$ cat src/pkg/nvmwp_params.svh
// Offsets, field positions, reset values and timing counts of the write gate
`ifndef NVMWP_PARAMS_SVH
`define NVMWP_PARAMS_SVH
`define NVMWP_OFF_INTERRUPT_CONTROL 9'h00b
`define NVMWP_OFF_PERIPHERAL_FLAG_TWO 9'h00d
`define NVMWP_OFF_PERIPHERAL_ENABLE_TWO 9'h08d
`define NVMWP_OFF_DATA_LO 9'h10c
`define NVMWP_OFF_ADDR_LO 9'h10d
`define NVMWP_OFF_DATA_HI 9'h10e
`define NVMWP_OFF_ADDR_HI 9'h10f
`define NVMWP_OFF_CTRL 9'h18c
`define NVMWP_OFF_UNLOCK 9'h18d
`define NVMWP_OFF_STATUS 9'h18e
`define NVMWP_CTRL_RD 0
`define NVMWP_CTRL_WR 1
`define NVMWP_CTRL_WRITE_ENABLE_LATCH 2
`define NVMWP_CTRL_WRITE_ERROR_FLAG 3
`define NVMWP_CTRL_PGD 7
`define NVMWP_PERIPHERAL_FLAG_TWO_DONE 4
`define NVMWP_UNLOCK_KEY1 8'h55
`define NVMWP_UNLOCK_KEY2 8'haa
`define NVMWP_CFG_ERASED 4'hf
`define NVMWP_WRITE_TIME_US 4
`define NVMWP_CLK_MHZ 25
`define NVMWP_WRITE_CYCLES (`NVMWP_WRITE_TIME_US * `NVMWP_CLK_MHZ)
`define NVMWP_PWRT_TIME_US 72000
`define NVMWP_PWRT_CYCLES (`NVMWP_PWRT_TIME_US * `NVMWP_CLK_MHZ)
`endif

$ cat src/pkg/nvmwp_pkg.sv
// Types of the nonvolatile write gate
package nvmwp_pkg;
   typedef enum logic [1:0] {
      NVMWP_LOCKED,
      NVMWP_KEY1_SEEN,
      NVMWP_ARMED
   } nvmwp_unlock_t;
   typedef enum logic [1:0] {
      NVMWP_IDLE,
      NVMWP_WRITING,
      NVMWP_FINISH
   } nvmwp_wr_state_t;
   typedef logic [8:0] nvmwp_addr_t;
endpackage

$ cat src/nvmwp_gate.sv
// Nonvolatile write gate: protection checks, unlock sequence, write timing
`timescale 1ns/10ps
`include "nvmwp_params.svh"
module nvmwp_gate #(
   parameter int unsigned PWRT_CYCLES = `NVMWP_PWRT_CYCLES,
   parameter int unsigned WRITE_CYCLES = `NVMWP_WRITE_CYCLES
) (
   input wire logic core_clk,
   input wire logic rst_n,
   input wire nvmwp_pkg::nvmwp_addr_t reg_addr,
   input wire logic [7:0] reg_wdata,
   input wire logic reg_wr,
   input wire logic reg_rd,
   output logic [7:0] reg_rdata,
   input wire logic pwrt_enable,
   input wire logic prog_erase_all,
   input wire logic prog_cfg_wr,
   input wire logic [3:0] prog_cfg_data,
   input wire logic prog_rd_req,
   input wire logic prog_wr_req,
   input wire logic prog_is_data,
   input wire logic prog_area_protected,
   input wire logic fw_area_protected,
   output logic prog_rd_grant,
   output logic prog_wr_grant,
   output logic fw_prog_rd_grant,
   output logic fetch_grant,
   output logic [3:0] cfg_bits,
   output logic mem_wr_strobe,
   output logic mem_wr_is_prog,
   output logic [12:0] mem_wr_addr,
   output logic [13:0] mem_wr_data,
   output logic nvm_write_done_flag
);
   import nvmwp_pkg::*;

   localparam int unsigned PW_W = $clog2(PWRT_CYCLES + 1);
   localparam int unsigned WC_W = $clog2(WRITE_CYCLES + 1);

   // Config bits: [3] data protect, [2] high, [1] low program protect, [0] write allow
   logic [3:0] cfg_r;
   logic data_code_protect_bit;
   logic program_protect_bit_high;
   logic program_protect_bit_low;
   logic program_write_allow_bit;
   logic [7:0] data_lo_r, data_hi_r, addr_lo_r, addr_hi_r;
   logic [7:0] interrupt_control_r, peripheral_enable_two_r;
   logic write_enable_latch_r;
   logic program_memory_select_r;
   logic write_error_flag_r;
   logic write_busy_r;
   logic nvm_write_done_flag_r;
   logic wr_blocked_r;
   logic [PW_W-1:0] pwrt_cnt_r;
   logic [WC_W-1:0] wr_cnt_r;
   nvmwp_unlock_t unlock_r;
   nvmwp_wr_state_t wr_state_r;
   logic pwrt_running;
   logic start_req;
   logic start_ok;
   logic fw_prog_write_ok;
   logic write_end;

   function automatic logic hit(input nvmwp_addr_t a, input nvmwp_addr_t off);
      hit = (a == off);
   endfunction

   assign data_code_protect_bit = cfg_r[3];
   assign program_protect_bit_high = cfg_r[2];
   assign program_protect_bit_low = cfg_r[1];
   assign program_write_allow_bit = cfg_r[0];
   assign cfg_bits = cfg_r;

   // Bits may only go from 1 to 0 until a full erase or a reset restores them
   always_ff @(posedge core_clk) begin
      if (!rst_n) begin
         cfg_r <= `NVMWP_CFG_ERASED;
      end else if (prog_erase_all) begin
         cfg_r <= `NVMWP_CFG_ERASED;
      end else if (prog_cfg_wr && data_code_protect_bit) begin
         cfg_r <= cfg_r & prog_cfg_data;
      end
   end

   // Power-up timer counts only after reset; reset is power-on here
   always_ff @(posedge core_clk) begin
      if (!rst_n) begin
         pwrt_cnt_r <= '0;
      end else if (pwrt_enable && pwrt_cnt_r != PW_W'(PWRT_CYCLES)) begin
         pwrt_cnt_r <= pwrt_cnt_r + PW_W'(1);
      end
   end
   assign pwrt_running = pwrt_enable && (pwrt_cnt_r != PW_W'(PWRT_CYCLES));

   // External port: data protect kills all access
   always_comb begin
      prog_rd_grant = 1'b0;
      prog_wr_grant = 1'b0;
      if (data_code_protect_bit) begin
         if (prog_is_data) begin
            prog_rd_grant = prog_rd_req;
            prog_wr_grant = prog_wr_req;
         end else begin
            case ({program_protect_bit_high, program_protect_bit_low})
               2'b11: prog_rd_grant = prog_rd_req;
               2'b01, 2'b10: prog_rd_grant = prog_rd_req && !prog_area_protected;
               default: prog_rd_grant = 1'b0;
            endcase
            prog_wr_grant = prog_wr_req && program_protect_bit_high
               && program_protect_bit_low;
         end
      end
   end

   assign fw_prog_rd_grant = 1'b1;
   assign fetch_grant = 1'b1;

   always_comb begin
      case ({program_protect_bit_high, program_protect_bit_low})
         2'b11: fw_prog_write_ok = program_write_allow_bit;
         2'b01, 2'b10: fw_prog_write_ok = program_write_allow_bit && !fw_area_protected;
         default: fw_prog_write_ok = 1'b0;
      endcase
   end

   assign start_req = reg_wr && hit(reg_addr, `NVMWP_OFF_CTRL)
      && reg_wdata[`NVMWP_CTRL_WR] && !write_busy_r;
   // Data EEPROM writes never consult data protect
   assign start_ok = write_enable_latch_r && unlock_r == NVMWP_ARMED && !pwrt_running
      && (!program_memory_select_r || fw_prog_write_ok);

   // Unlock: 55h then AAh to the unlock port, any write to a register other than the control register breaks it
   always_ff @(posedge core_clk) begin
      if (!rst_n) begin
         unlock_r <= NVMWP_LOCKED;
      end else if (start_req) begin
         unlock_r <= NVMWP_LOCKED;
      end else if (reg_wr && hit(reg_addr, `NVMWP_OFF_UNLOCK)) begin
         case (unlock_r)
            NVMWP_LOCKED: unlock_r <= (reg_wdata == `NVMWP_UNLOCK_KEY1)
               ? NVMWP_KEY1_SEEN : NVMWP_LOCKED;
            NVMWP_KEY1_SEEN: unlock_r <= (reg_wdata == `NVMWP_UNLOCK_KEY2)
               ? NVMWP_ARMED : NVMWP_LOCKED;
            default: unlock_r <= NVMWP_LOCKED;
         endcase
      end else if (reg_wr && !hit(reg_addr, `NVMWP_OFF_CTRL)) begin
         unlock_r <= NVMWP_LOCKED;
      end
   end

   // A latch set in the same write as the start bit does not enable that start
   always_ff @(posedge core_clk) begin
      if (!rst_n) begin
         write_enable_latch_r <= 1'b0;
         program_memory_select_r <= 1'b0;
      end else if (reg_wr && hit(reg_addr, `NVMWP_OFF_CTRL) && !write_busy_r) begin
         write_enable_latch_r <= reg_wdata[`NVMWP_CTRL_WRITE_ENABLE_LATCH];
         program_memory_select_r <= reg_wdata[`NVMWP_CTRL_PGD];
      end else if (reg_wr && hit(reg_addr, `NVMWP_OFF_CTRL)) begin
         write_enable_latch_r <= reg_wdata[`NVMWP_CTRL_WRITE_ENABLE_LATCH];
      end
   end

   // Error flag: set on a refused start, hardware set beats software clear
   always_ff @(posedge core_clk) begin
      if (!rst_n) begin
         write_error_flag_r <= 1'b0;
      end else if (start_req && !start_ok) begin
         write_error_flag_r <= 1'b1;
      end else if (reg_wr && hit(reg_addr, `NVMWP_OFF_CTRL)
            && !reg_wdata[`NVMWP_CTRL_WRITE_ERROR_FLAG]) begin
         write_error_flag_r <= 1'b0;
      end
   end

   always_ff @(posedge core_clk) begin
      if (!rst_n) begin
         wr_blocked_r <= 1'b0;
      end else begin
         wr_blocked_r <= start_req && !start_ok;
      end
   end

   // Write timer; no verify step after it ends
   always_ff @(posedge core_clk) begin
      if (!rst_n) begin
         wr_state_r <= NVMWP_IDLE;
         wr_cnt_r <= '0;
         write_busy_r <= 1'b0;
      end else begin
         case (wr_state_r)
            NVMWP_IDLE: begin
               if (start_req && start_ok) begin
                  wr_state_r <= NVMWP_WRITING;
                  wr_cnt_r <= WC_W'(WRITE_CYCLES - 1);
                  write_busy_r <= 1'b1;
               end
            end
            NVMWP_WRITING: begin
               if (wr_cnt_r == '0) begin
                  wr_state_r <= NVMWP_FINISH;
               end else begin
                  wr_cnt_r <= wr_cnt_r - WC_W'(1);
               end
            end
            NVMWP_FINISH: begin
               wr_state_r <= NVMWP_IDLE;
               write_busy_r <= 1'b0;
            end
            default: wr_state_r <= NVMWP_IDLE;
         endcase
      end
   end
   assign write_end = (wr_state_r == NVMWP_FINISH);

   // Cell strobe only at the end of an accepted write
   always_ff @(posedge core_clk) begin
      if (!rst_n) begin
         mem_wr_strobe <= 1'b0;
         mem_wr_is_prog <= 1'b0;
         mem_wr_addr <= '0;
         mem_wr_data <= '0;
      end else begin
         mem_wr_strobe <= write_end;
         if (write_end) begin
            mem_wr_is_prog <= program_memory_select_r;
            mem_wr_addr <= {addr_hi_r[4:0], addr_lo_r};
            mem_wr_data <= {data_hi_r[5:0], data_lo_r};
         end
      end
   end

   // Done flag: set wins over a firmware clear
   always_ff @(posedge core_clk) begin
      if (!rst_n) begin
         nvm_write_done_flag_r <= 1'b0;
      end else if (write_end) begin
         nvm_write_done_flag_r <= 1'b1;
      end else if (reg_wr && hit(reg_addr, `NVMWP_OFF_PERIPHERAL_FLAG_TWO)) begin
         nvm_write_done_flag_r <= reg_wdata[`NVMWP_PERIPHERAL_FLAG_TWO_DONE];
      end
   end
   assign nvm_write_done_flag = nvm_write_done_flag_r;

   // Address and data stay frozen while a write is running
   // Otherwise the committed word could mix old and new bytes
   always_ff @(posedge core_clk) begin
      if (!rst_n) begin
         data_lo_r <= '0;
      end else if (reg_wr && hit(reg_addr, `NVMWP_OFF_DATA_LO) && !write_busy_r) begin
         data_lo_r <= reg_wdata;
      end
   end

   // Only the low six bits reach the cell word
   always_ff @(posedge core_clk) begin
      if (!rst_n) begin
         data_hi_r <= '0;
      end else if (reg_wr && hit(reg_addr, `NVMWP_OFF_DATA_HI) && !write_busy_r) begin
         data_hi_r <= reg_wdata;
      end
   end

   always_ff @(posedge core_clk) begin
      if (!rst_n) begin
         addr_lo_r <= '0;
      end else if (reg_wr && hit(reg_addr, `NVMWP_OFF_ADDR_LO) && !write_busy_r) begin
         addr_lo_r <= reg_wdata;
      end
   end

   // Only the low five bits reach the cell address
   always_ff @(posedge core_clk) begin
      if (!rst_n) begin
         addr_hi_r <= '0;
      end else if (reg_wr && hit(reg_addr, `NVMWP_OFF_ADDR_HI) && !write_busy_r) begin
         addr_hi_r <= reg_wdata;
      end
   end

   // Plain storage; the interrupt logic lives elsewhere
   always_ff @(posedge core_clk) begin
      if (!rst_n) begin
         interrupt_control_r <= '0;
      end else if (reg_wr && hit(reg_addr, `NVMWP_OFF_INTERRUPT_CONTROL)) begin
         interrupt_control_r <= reg_wdata;
      end
   end

   // Reserved bits forced low so stray firmware cannot set them
   always_ff @(posedge core_clk) begin
      if (!rst_n) begin
         peripheral_enable_two_r <= '0;
      end else if (reg_wr && hit(reg_addr, `NVMWP_OFF_PERIPHERAL_ENABLE_TWO)) begin
         peripheral_enable_two_r <= reg_wdata & 8'h1b;
      end
   end

   always_ff @(posedge core_clk) begin
      if (!rst_n) begin
         reg_rdata <= '0;
      end else if (reg_rd) begin
         case (reg_addr)
            `NVMWP_OFF_INTERRUPT_CONTROL: reg_rdata <= interrupt_control_r;
            `NVMWP_OFF_PERIPHERAL_FLAG_TWO: reg_rdata <= {3'h0, nvm_write_done_flag_r, 4'h0};
            `NVMWP_OFF_PERIPHERAL_ENABLE_TWO: reg_rdata <= peripheral_enable_two_r;
            `NVMWP_OFF_DATA_LO: reg_rdata <= data_lo_r;
            `NVMWP_OFF_DATA_HI: reg_rdata <= {2'h0, data_hi_r[5:0]};
            `NVMWP_OFF_ADDR_LO: reg_rdata <= addr_lo_r;
            `NVMWP_OFF_ADDR_HI: reg_rdata <= {3'h0, addr_hi_r[4:0]};
            `NVMWP_OFF_CTRL: reg_rdata <= {program_memory_select_r, 3'h0,
               write_error_flag_r, write_enable_latch_r, write_busy_r, 1'b0};
            `NVMWP_OFF_STATUS: reg_rdata <= {2'h0, wr_blocked_r, pwrt_running, cfg_r};
            default: reg_rdata <= 8'h00;
         endcase
      end else begin
         reg_rdata <= '0;
      end
   end
endmodule // nvmwp_gate

$ cat config.mk
export PLATFORM = sky130hd
export DESIGN_NAME = nvmwp_gate
export DESIGN_NICKNAME = d
export VERILOG_FILES = /design/src/pkg/nvmwp_pkg.sv /design/src/nvmwp_gate.sv
export VERILOG_INCLUDE_DIRS = /design/src /design/src/pkg
export SDC_FILE = /design/constraint.sdc
export NUM_CORES = 1
export LEC_CHECK = 0
export BUFFER_PORTS_ARGS = -buffer_cell sky130_fd_sc_hd__buf_2
export CORE_ASPECT_RATIO = 2
export CORE_MARGIN = 4
export CORE_UTILIZATION = 60
export DETAILED_ROUTE_END_ITERATION = 16
export GPL_ROUTABILITY_DRIVEN = 0
export PLACE_DENSITY = 0.83
export SLEW_MARGIN = 20
export SYNTH_ARGS = -nofsm -noshare
export SYNTH_HDL_FRONTEND = slang
export SYNTH_SLANG_ARGS = --single-unit
$ cat constraint.sdc
create_clock -name core_clk -period 3.5 [get_ports core_clk]
set_input_delay 1.05 -clock core_clk [delete_from_list [all_inputs] [get_ports core_clk]]
set_output_delay 1.05 -clock core_clk [all_outputs]
set_load 0.02 [all_outputs]
==> impl_results.md <==
* NumNets Final at 737
* Setup TNS at 0 ns
* Yosys Warn Count at 0
* Clk root buf: clkbuf_16
* HP Class: reg -> reg
* Hold path depth at 2
* Post-cts sizing count at 0
* Worst r2r path cells at 7
* Combinational Power Share at 0.042
* CTS tree: built
* Post-cts hold buffer count at 0
* GRT overflow at 0
* CP startpoint kind: register
* Clock share of power at 0.533
* Mapped Area at 5370 um2
* Post-CTS setup buffer count at 0
* N_diodes at 0
* DRC Markers at 0
* Vias at 5032
* Iter 0 DRT Violations at 523
* PD cells at 502 nW/um2
* Final Skew at 0.00718 ns
* Crit Path Max Fanout at 6
* Area contributors post-synth: dfxtp_1 (44%), mux2i_1 (8.4%), nand2_1 (7.0%)
* Crit path DAT at 1.84 ns
* Yosys top cell area share at 0.440
* # fillers at 637
* Distinct cells, synth at 59
* Site Rows at 48
* Top_reg_cell synth: dfxtp_1
* P&R area growth vs syn at 18.2%
* Clk pin slew, worst setup/hold paths at 0.05 ns
* Final Hold Vio Count at 0
* Post-synth EDFFs at 0
* Worst-Skew Late Latency at 0.42 ns
* Peak supply drop at 0.399 mV
* Post-Route WL at 15200 um
* Largest net degree at the start of global routing at 65
* WL/cell at 18.7 um
* GRT Util Overall at 0.301
* Gate count of the mapped netlist at 635
* Initial core utilization at 0.617
* DR pass1 iterations at 6
* DP Wirelength at 10700 um
* Reg power frac at 0.424
* Pre-CTS setup slack at 0.403 ns
* Full die area at 10600 um2
* CTS Buf Count at 17
* Vias per cell at 6.20
* CTS sink count at 118
* Synth area leader: dfxtp_1
* Count of pins over their slew limit at 0
* Final core utilization at 0.729
* Internal power at 0.00247 W
* Fmax at 0.346 GHz
* Vias in the first global route at 4889
* Worst-Margin Slew at 0.798 ns
* First-pass GRT wire length at 24400 um
* Final setup fails at 0
* Sw Ratio at 0.227
* Initial antenna violation count at 0
* Max stage delay on crit path at 0.47 ns
* Unrepaired setup endpoints after global routing: false
* Worst path cell trace: inv_1 -> ha_1 -> a21oi_1 -> nor2_1 -> o211a_1 -> buf_2
* Die width at 74.9 um
* Slowest cell on the critical path: dfxtp_1
* Die Height at 142 um
* Number of synthesized register bits at 118
* Relative slew slack at 0.468
* Worst setup margin at 0.611 ns
* Net Sw Power at 0.000724 W
* Status: completed
* Tcrit/Tclk final at 0.825
* Core area at 8710 um2
* Maxcap violations at 0
* Leakage Power at 2.47 nW
* Clock Tree Buf Depth at 2
* CTS HTree Levels at 4
* Minimum clock period at 2.89 ns
* Crit path capture type: primary output
* Mapped Avg Cell Area at 8.46 um2
* Layout cells sized above 1 at 0.180
* Synth async-reset ratio at 0
* Port Buffers at 76
* Critical path class: reg -> out
* Post-synthesis sequential area ratio at 0.440
* Routed Antenna Nets at 0
* Ports at 79
* CP required at 2.45 ns
## stage by stage
stage	area (um2)	instances	hold WS, ns	power [W]
global placement	5760	779	0.440	0.00151
global route	6350	811	0.474	0.00328
finish	6350	811	0.451	0.00319
floorplan	5380	636	0.442	0.00146
CTS	6340	811	0.451	0.00319
detailed placement	5760	779	0.443	0.00151
## state kept, by name, indices dropped and copies added, names as in the netlist, 2 cells and up
signal	cells
wr_cnt_r	7
unlock_r	2
reg_rdata	8
pwrt_cnt_r	21
mem_wr_addr	13
interrupt_control_r	8
addr_hi_r	5
peripheral_enable_two_r	4
cfg_bits	4
mem_wr_data	14
data_hi_r	6
data_lo_r	8
wr_state_r	2
addr_lo_r	8
## power groups by stage
stage / sequential (W) / clock, W / combinational [W]
finish: 0.00135 / 0.00170 / 0.000135
CTS: 0.00135 / 0.00171 / 0.000132
global route: 0.00135 / 0.00178 / 0.000145
detailed placement: 0.00138 / 0 / 0.000131
floorplan: 0.00138 / 0 / 0.0000785
global placement: 0.00138 / 0 / 0.000127
## cells in the mapped netlist (all sizes together), types with 3 or more instances
| cell | number |
|---|---|
| nand2b | 7 |
| clkbuf | 26 |
| a222oi | 3 |
| buf | 11 |
| xnor2 | 5 |
| o21ai | 24 |
| nor3 | 14 |
| nor2b | 7 |
| dfxtp | 118 |
| nor3b | 4 |
| a31oi | 6 |
| a32o | 3 |
| o2bb2ai | 4 |
| nand4b | 3 |
| o211ai | 4 |
| nor2 | 70 |
| nand3 | 17 |
| and2 | 3 |
| inv | 14 |
| mux2i | 45 |
| nor4b | 4 |
| ha | 6 |
| or3 | 14 |
| o2111ai | 4 |
| a22o | 4 |
| a21oi | 59 |
| nand2 | 100 |
| nor4 | 3 |
| xor2 | 3 |
| a211oi | 3 |
| and3 | 8 |
| a22oi | 8 |
| nand4 | 8 |
## per-layer routing
| layer | wire, um | track usage |
|---|---|---|
| met1 | 5210 | 0.306 |
| met2 | 8000 | 0.520 |
| met3 | 976 | 0.0851 |
| met4 | 1000 | 0.185 |
| met5 | 0 | 0 |
## final timing paths
path	slack, ns	startpoint	endpoint
max	0.61	cfg_bits[2]	prog_rd_grant
min	0.45	mem_wr_data[1]	mem_wr_data[1]
max reg2reg	1.02	cfg_bits[2]	wr_cnt_r[3]
min reg2reg	0.45	mem_wr_data[1]	mem_wr_data[1]
## logic make-up (layout without fill, tap and decap cells)
kind of cell / count (synthesis) / in the layout / share of synthesized area
simple gates: 273 / 273 / 0.251
xor+xnor: 8 / 8 / 0.0130
other cells: 1 / 2 / 0.000698
compound gates: 131 / 131 / 0.153
mux: 47 / 47 / 0.0880
flops: 118 / 118 / 0.440
fa+ha+maj: 6 / 6 / 0.0140
buf+inv: 51 / 126 / 0.0410
## cell type report
class / instances / area, um2 / share of cell area
well taps: 100 / 125 / 0.0197
flip-flops and latches: 118 / 2360 / 0.372
inverters: 14 / 52.6 / 0.00827
clock inverters: 13 / 131 / 0.0207
clock buffers: 19 / 453 / 0.0713
repair buffers: 80 / 423 / 0.0666
multi-input cells: 467 / 2810 / 0.442
## critical path: cells and delay by family, from the launching register on
kind | cells | cell delay [ns]
simple gates | 1 | 0.07
buf+inv | 2 | 0.23
flops | 1 | 0.47
compound gates | 2 | 0.37
fa+ha+maj | 1 | 0.30
## placed cells by master (no fill, tap or decap), types with 8 or more instances in the layout
cell	netlist	routed
a22oi_1	8	8
dfxtp_1	118	118
o21ai_0	23	23
nor3_1	12	12
clkbuf_16	0	17
nand2_1	100	100
or3_1	13	13
a21oi_1	59	59
inv_1	13	13
nor2_1	70	69
buf_2	4	76
nand3_1	17	17
nand4_1	8	8
and3_1	8	8
mux2i_1	45	45
No activity file was read; power rests on OpenSTA's default activity.
